--- src/rtl/charger_status_consts.vh ---
// constants for the charger status and measurement readback registers
`ifndef CHARGER_STATUS_CONSTS_VH
`define CHARGER_STATUS_CONSTS_VH

// byte addresses of the register group
`define ADDR_CHARGE_CYCLE_STATUS   8'h19
`define ADDR_BATTERY_VOLTAGE_LO    8'h1A
`define ADDR_BATTERY_VOLTAGE_HI    8'h1B
`define ADDR_SYSTEM_POWER_LO       8'h1C
`define ADDR_SYSTEM_POWER_HI       8'h1D

// charge_cycle_status field positions
`define PHASE_MSB                  7
`define PHASE_LSB                  5
`define TIMER_BIT                  4
`define THERMAL_BIT                3
`define MODE_MSB                   2
`define MODE_LSB                   0

// charge phase codes
`define PHASE_IDLE                 3'h0
`define PHASE_TRICKLE              3'h1
`define PHASE_PRECHARGE            3'h2
`define PHASE_FAST_CC              3'h3
`define PHASE_FAST_CV              3'h4
`define PHASE_RSVD_A               3'h5
`define PHASE_RSVD_B               3'h6
`define PHASE_DONE                 3'h7

// reset values
`define RST_STATUS                 8'h00
`define RST_RESULT                 16'h0000
`define RST_READ_DATA              8'h00

// result clamp limits
`define BATTERY_VOLTAGE_MAX        16'h7FFF
`define SYSTEM_POWER_MAX           16'h1FFF

// charger-ok low pulse on a phase change
// 256 us at the 100 MHz clock, sized to the pulse counter
`define OK_PULSE_CYCLES            16'h6400

`endif

--- src/rtl/charger_status_adc_readback.v ---
// charger status and measurement readback register group
//
// Function
// - phase field bits 7:5 reports charge phase
// - bit 4 set when safety timer expired
// - register reset command clears timer, thermal flags
// - bit 3 set during thermal regulation
// - bits 2:0 report strapped mode pin
// - status at 19h, read-only, resets 00h
// - battery voltage low 1Ah, high 1Bh
// - battery voltage 1 mV, negative clamps zero
// - system power low 1Ch, high 1Dh
// - system power clamps 1FFFh, command clears
// - charger-ok pulled low 256 us on change
`timescale 1ns/1ps
`default_nettype none
`include "charger_status_consts.vh"

module charger_status_adc_readback #(
	parameter [15:0] OK_PULSE_CYCLES = `OK_PULSE_CYCLES
) (
	// clock and reset
	input  wire        clock,
	input  wire        rst,
	// software register reset command, one cycle
	input  wire        reg_reset,
	// charger state inputs
	input  wire [2:0]  charge_phase_in,
	input  wire        safety_timer_expired,
	input  wire        thermal_limit_state,
	input  wire [2:0]  mode_strap,
	input  wire        status_change_interrupt_enable,
	// converter results
	input  wire        vbat_valid,
	input  wire [15:0] vbat_raw,
	input  wire        psys_valid,
	input  wire [15:0] psys_raw,
	// register read port from the serial engine
	input  wire        rd_en,
	input  wire [7:0]  rd_addr,
	output reg         rd_valid_ff,
	output reg  [7:0]  rd_data_ff,
	// open-drain charger-ok pin
	output reg         charger_ok_output_out_ff,
	output reg         charger_ok_output_oe_ff
);

	reg  [2:0]  charge_phase_field_ff;
	reg  [2:0]  nxt_phase;
	reg         safety_timer_expired_flag_ff;
	reg         thermal_regulation_flag_ff;
	reg         timer_prev_ff;
	reg         thermal_prev_ff;
	reg  [2:0]  mode_ff;
	reg         strap_taken_ff;
	reg  [15:0] ok_count_ff;
	reg  [7:0]  nxt_rd_data;
	wire [7:0]  status_byte;
	wire        timer_rise;
	wire        thermal_rise;
	wire        phase_change;
	wire        vbat_low_read;
	wire        psys_low_read;
	wire [15:0] vbat_value;
	wire [7:0]  vbat_high_snap;
	wire [15:0] psys_value;
	wire [7:0]  psys_high_snap;

	// reserved phase codes keep the last reported phase
	always @* begin
		case (charge_phase_in)
			`PHASE_IDLE,
			`PHASE_TRICKLE,
			`PHASE_PRECHARGE,
			`PHASE_FAST_CC,
			`PHASE_FAST_CV,
			`PHASE_DONE: begin
				nxt_phase = charge_phase_in;
			end
			default: begin
				nxt_phase = charge_phase_field_ff;
			end
		endcase
	end

	assign phase_change = (nxt_phase != charge_phase_field_ff);

	always @(posedge clock) begin
		if (rst)
			charge_phase_field_ff <= `PHASE_IDLE;
		else
			charge_phase_field_ff <= nxt_phase;
	end

	// flags follow their level; the command clears until a new rise,
	// and a rise in the clearing cycle still sets the flag
	assign timer_rise   = safety_timer_expired & ~timer_prev_ff;
	assign thermal_rise = thermal_limit_state & ~thermal_prev_ff;

	always @(posedge clock) begin
		if (rst) begin
			timer_prev_ff                <= 1'b0;
			thermal_prev_ff              <= 1'b0;
			safety_timer_expired_flag_ff <= 1'b0;
			thermal_regulation_flag_ff   <= 1'b0;
		end else begin
			timer_prev_ff   <= safety_timer_expired;
			thermal_prev_ff <= thermal_limit_state;
			if (timer_rise)
				safety_timer_expired_flag_ff <= 1'b1;
			else if (reg_reset || !safety_timer_expired)
				safety_timer_expired_flag_ff <= 1'b0;
			if (thermal_rise)
				thermal_regulation_flag_ff <= 1'b1;
			else if (reg_reset || !thermal_limit_state)
				thermal_regulation_flag_ff <= 1'b0;
		end
	end

	// strap taken once, in the first cycle after reset release
	always @(posedge clock) begin
		if (rst) begin
			mode_ff        <= 3'h0;
			strap_taken_ff <= 1'b0;
		end else if (!strap_taken_ff) begin
			mode_ff        <= mode_strap;
			strap_taken_ff <= 1'b1;
		end
	end

	assign status_byte = {charge_phase_field_ff,
	                      safety_timer_expired_flag_ff,
	                      thermal_regulation_flag_ff,
	                      mode_ff};

	// measurement results
	assign vbat_low_read = rd_en && (rd_addr == `ADDR_BATTERY_VOLTAGE_LO);
	assign psys_low_read = rd_en && (rd_addr == `ADDR_SYSTEM_POWER_LO);

	adc_result_hold #(
		.RAW_SIGNED   (1),
		.MAX_CODE     (`BATTERY_VOLTAGE_MAX),
		.CLEAR_ON_CMD (0)
	) u_vbat (
		.clock        (clock),
		.rst          (rst),
		.reg_reset    (reg_reset),
		.sample_valid (vbat_valid),
		.sample_raw   (vbat_raw),
		.low_read     (vbat_low_read),
		.value_ff     (vbat_value),
		.high_snap_ff (vbat_high_snap)
	);

	adc_result_hold #(
		.RAW_SIGNED   (0),
		.MAX_CODE     (`SYSTEM_POWER_MAX),
		.CLEAR_ON_CMD (1)
	) u_psys (
		.clock        (clock),
		.rst          (rst),
		.reg_reset    (reg_reset),
		.sample_valid (psys_valid),
		.sample_raw   (psys_raw),
		.low_read     (psys_low_read),
		.value_ff     (psys_value),
		.high_snap_ff (psys_high_snap)
	);

	// read decode; unmapped addresses read zero
	always @* begin
		case (rd_addr)
			`ADDR_CHARGE_CYCLE_STATUS: nxt_rd_data = status_byte;
			`ADDR_BATTERY_VOLTAGE_LO:  nxt_rd_data = vbat_value[7:0];
			`ADDR_BATTERY_VOLTAGE_HI:  nxt_rd_data = vbat_high_snap;
			`ADDR_SYSTEM_POWER_LO:     nxt_rd_data = psys_value[7:0];
			`ADDR_SYSTEM_POWER_HI:     nxt_rd_data = psys_high_snap;
			default:                   nxt_rd_data = `RST_READ_DATA;
		endcase
	end

	always @(posedge clock) begin
		if (rst) begin
			rd_valid_ff <= 1'b0;
			rd_data_ff  <= `RST_READ_DATA;
		end else begin
			rd_valid_ff <= rd_en;
			if (rd_en)
				rd_data_ff <= nxt_rd_data;
		end
	end

	// charger-ok low pulse, restarted by every phase change while status_change_interrupt_enable is set
	always @(posedge clock) begin
		if (rst) begin
			ok_count_ff              <= 16'h0000;
			charger_ok_output_out_ff <= 1'b0;
			charger_ok_output_oe_ff  <= 1'b0;
		end else begin
			charger_ok_output_out_ff <= 1'b0;
			if (phase_change && status_change_interrupt_enable) begin
				ok_count_ff             <= OK_PULSE_CYCLES - 16'h0001;
				charger_ok_output_oe_ff <= 1'b1;
			end else if (ok_count_ff != 16'h0000) begin
				ok_count_ff             <= ok_count_ff - 16'h0001;
				charger_ok_output_oe_ff <= 1'b1;
			end else begin
				charger_ok_output_oe_ff <= 1'b0;
			end
		end
	end

endmodule // charger_status_adc_readback

`default_nettype wire

--- src/rtl/adc_result_hold.v ---
// one clamped 16-bit measurement result with a coherent high-byte snapshot
`timescale 1ns/1ps
`default_nettype none
`include "charger_status_consts.vh"

module adc_result_hold #(
	parameter        RAW_SIGNED   = 1,
	parameter [15:0] MAX_CODE     = 16'h7FFF,
	parameter        CLEAR_ON_CMD = 0
) (
	// clock and reset
	input  wire        clock,
	input  wire        rst,
	// software register reset command
	input  wire        reg_reset,
	// new converter sample
	input  wire        sample_valid,
	input  wire [15:0] sample_raw,
	// low byte is being read this cycle
	input  wire        low_read,
	// held result and high byte frozen at the last low read
	output reg  [15:0] value_ff,
	output reg  [7:0]  high_snap_ff
);

	reg  [15:0] nxt_value;
	wire        is_negative;
	wire        over_max;

	assign is_negative = (RAW_SIGNED != 0) && sample_raw[15];
	assign over_max    = (sample_raw > MAX_CODE);

	// clamp below zero and above the top code
	always @* begin
		nxt_value = value_ff;
		if (sample_valid) begin
			if (is_negative)
				nxt_value = `RST_RESULT;
			else if (over_max)
				nxt_value = MAX_CODE;
			else
				nxt_value = sample_raw;
		end
	end

	always @(posedge clock) begin
		if (rst) begin
			value_ff     <= `RST_RESULT;
			high_snap_ff <= `RST_READ_DATA;
		end else begin
			if (reg_reset && (CLEAR_ON_CMD != 0))
				value_ff <= `RST_RESULT;
			else
				value_ff <= nxt_value;
			// freeze the upper byte that pairs with the low byte read
			if (low_read)
				high_snap_ff <= value_ff[15:8];
		end
	end

endmodule // adc_result_hold

`default_nettype wire

--- config.mk ---
export PLATFORM = sky130hd
export DESIGN_NAME = charger_status_adc_readback
export DESIGN_NICKNAME = d
export VERILOG_FILES = /design/src/rtl/charger_status_adc_readback.v /design/src/rtl/adc_result_hold.v
export VERILOG_INCLUDE_DIRS = /design/src /design/src/rtl
export SDC_FILE = /design/constraint.sdc
export NUM_CORES = 1
export LEC_CHECK = 0
export BUFFER_PORTS_ARGS = -buffer_cell sky130_fd_sc_hd__buf_2
export CELL_PAD_IN_SITES_DETAIL_PLACEMENT = 0
export CELL_PAD_IN_SITES_GLOBAL_PLACEMENT = 1
export CORE_MARGIN = 2
export CORE_UTILIZATION = 45
export CTS_BUF_LIST = sky130_fd_sc_hd__clkbuf_8 sky130_fd_sc_hd__clkbuf_16
export CTS_CLUSTER_SIZE = 30
export DETAILED_ROUTE_END_ITERATION = 10
export PLACE_DENSITY_LB_ADDON = 0.1
export SLEW_MARGIN = 25
export SYNTH_ARGS = -nofsm -noshare
export SYNTH_HDL_FRONTEND = slang
export SYNTH_HIERARCHICAL = 1
export SYNTH_SLANG_ARGS = --single-unit
--- constraint.sdc ---
create_clock -name clock -period 5.9 [get_ports clock]
set_input_delay 0.59 -clock clock [delete_from_list [all_inputs] [get_ports clock]]
set_output_delay 0.59 -clock clock [all_outputs]
set_load 0.005 [all_outputs]
==> flow_summary.json <==
{
  "wl_met3_um": 285,
  "crit_type": "reg -> reg",
  "tightestPinTransition_ns": 0.9987,
  "num_antenna_cells": 0,
  "cts_made_buffers": 9,
  "drcViolationCount": 0,
  "cp.arrival_ns": 2.67,
  "fin_cells": 531,
  "portBuffers": 64,
  "hp-start": "timer_prev_ff",
  "grt_setup_unrepaired": "no",
  "ff2ff_path_depth": 6,
  "drtPass1Iterations": 4,
  "setup_tns_ns": 0,
  "wl_met1_mm": 3.772,
  "period_minus_slack_ns": 2.414,
  "syn_nets": 430,
  "core_sq_um": 7727,
  "hold_violations": 0,
  "die_w_um": 93.47,
  "cts_sinks": 83,
  "dp_cells": 515,
  "grtUsageTotal": 0.1966,
  "final.period_utilization": 0.4091,
  "post_cts_buffers": 0,
  "clock_latency_ns": 0.35,
  "rows": 32,
  "antenna_found_initial": 0,
  "die_h_um": 93.47,
  "hold_path_depth": 1,
  "syn-cell-area_sq_um": 3602,
  "grt_pass1_wl_mm": 13.37,
  "syn_inst": 374,
  "vias": 2913,
  "leakagePower_nw": 1.549,
  "worstReg2RegStart": "ok_count_ff[0]",
  "cts_resized": 0,
  "drive_gt1_frac": 0.2214,
  "postSynthAreaPerCell_sq_um": 9.632,
  "crit_path_start": "ok_count_ff[0]",
  "syn_to_final_growth_pct": 13.96,
  "ctsHoldBuffers": 0,
  "slew_headroom": 0.3328,
  "drtIter0Drc": 132,
  "rrSetupSlack_ns": 3.49,
  "cp_max_fo": 8,
  "drv_slew": 0,
  "grt_pass1_vias": 2727,
  "clock_path_buffers": 2,
  "ios": 66,
  "cts-root-buf": "clkbuf_8",
  "wl_per_cell_um": 15.48,
  "finClkSkew_ns": 0.008545,
  "h-tree-depth": 3,
  "grt_max_degree": 38,
  "whs_endpoint": "safety_timer_expired_flag_ff",
  "maxCapViolCount": 0,
  "rr_endpoint": "ok_count_ff[1]",
  "yosysWarningCount": 6,
  "setup_viol": 0,
  "ir_drop_v": 0.0001036,
  "drt-vias-per-instance": 5.486,
  "fin_nets": 481,
  "place_congestion": 0.8155,
  "place_hpwl_mm": 6.004,
  "initial_core_util": 0.4662,
  "outcome": "completed",
  "max_freq_ghz": 0.4143,
  "cp.required_ns": 6.15,
  "power.density_nw_per_um2": 273.0,
  "hold_class": "reg -> reg",
  "dieArea_sq_um": 8737,
  "finalPower_mw": 1.121,
  "wirelength_mm": 8.220,
  "clk_pin_slew_ns": 0.08,
  "wl_met2_mm": 4.034,
  "topRoutingLayerUsed": "met4",
  "worstSetupStartpointType": "flop",
  "drtAntennaViolNets": 0,
  "grt-ovfl-total": 0,
  "cts_tree": "yes",
  "worstSetupEndpointType": "flop"
}
how the worst max path moves through the flow:
stage | depth (start not counted) | endpoint | slack, ns
final | 6 | ok_count_ff[1] | 3.49
after global routing | 6 | ok_count_ff[10] | 3.38
after CTS | 6 | ok_count_ff[1] | 3.51
after detailed placement | 6 | u_psys/high_snap_ff[6] | 3.34
after global placement | 6 | u_psys/high_snap_ff[6] | 3.41
after floorplan | 6 | ok_count_ff[4] | 3.68
worst max-delay path, stage by stage (launching register included):
cell and delay, ns:
dfxtp_1 0.33, inv_1 0.09, ha_1 0.21, or4b_1 0.63
or4_1 0.72, mux2i_1 0.17, o21a_1 0.17
registers in the layout, summed over array words and instances, names as in the netlist, 3 cells and up:
name and cells:
charge_phase_field_ff 3, mode_ff 3, ok_count_ff 16, rd_data_ff 8, u_psys/high_snap_ff 8, u_psys/value_ff 16
u_vbat/high_snap_ff 7, u_vbat/value_ff 15
routing by layer:
layer	vias up	global-route usage
li1	1501	-
met3	10	0.03868
met1	1352	0.2470
met2	50	0.3303
met5	-	0
met4	0	0.07843
power by group:
part / leakage, nW / switching, mW / total (mW) / internal, mW
registers: 0.680 / 0.0236 / 0.611 / 0.588
clock network: 0.0839 / 0.196 / 0.355 / 0.160
logic: 0.785 / 0.0846 / 0.154 / 0.0696
area by class of cell:
cell class | instances | area [sq um]
fillers | 741 | 3622
repair buffers | 68 | 347.8
multi-input cells | 256 | 1774
clock inverters | 5 | 30.03
inverters | 7 | 26.28
flip-flops and latches | 83 | 1662
clock buffers | 10 | 137.6
well taps | 102 | 127.6
layout by cell type, fill, tap and decap left out, types with 8 or more instances in the layout:
cell / count
o21ai_0: 9
a2bb2oi_1: 8
nor2_1: 33
a221oi_1: 17
nand3b_1: 15
nand2_1: 8
nand2b_1: 18
nor2b_1: 8
clkbuf_8: 10
o221a_1: 10
a21oi_1: 23
mux2i_1: 21
dfxtp_1: 83
buf_2: 64
a211oi_1: 10
nor3_1: 9
or3_1: 8
stage by stage:
stage          utilization  worst slack (ns)  hold slack (ns)  instance area (sq um)
6_report            0.5313             3.486           0.4158                   4105
5_1_grt             0.5313             3.376           0.4507                   4105
4_1_cts             0.5306             3.510           0.4207                   4100
3_5_place_dp        0.5089             3.338           0.4092                   3933
3_3_place_gp        0.5089             3.413           0.4001                   3933
2_1_floorplan            -             3.678           0.3931                   3602
No activity file was read; power rests on OpenSTA's default activity.
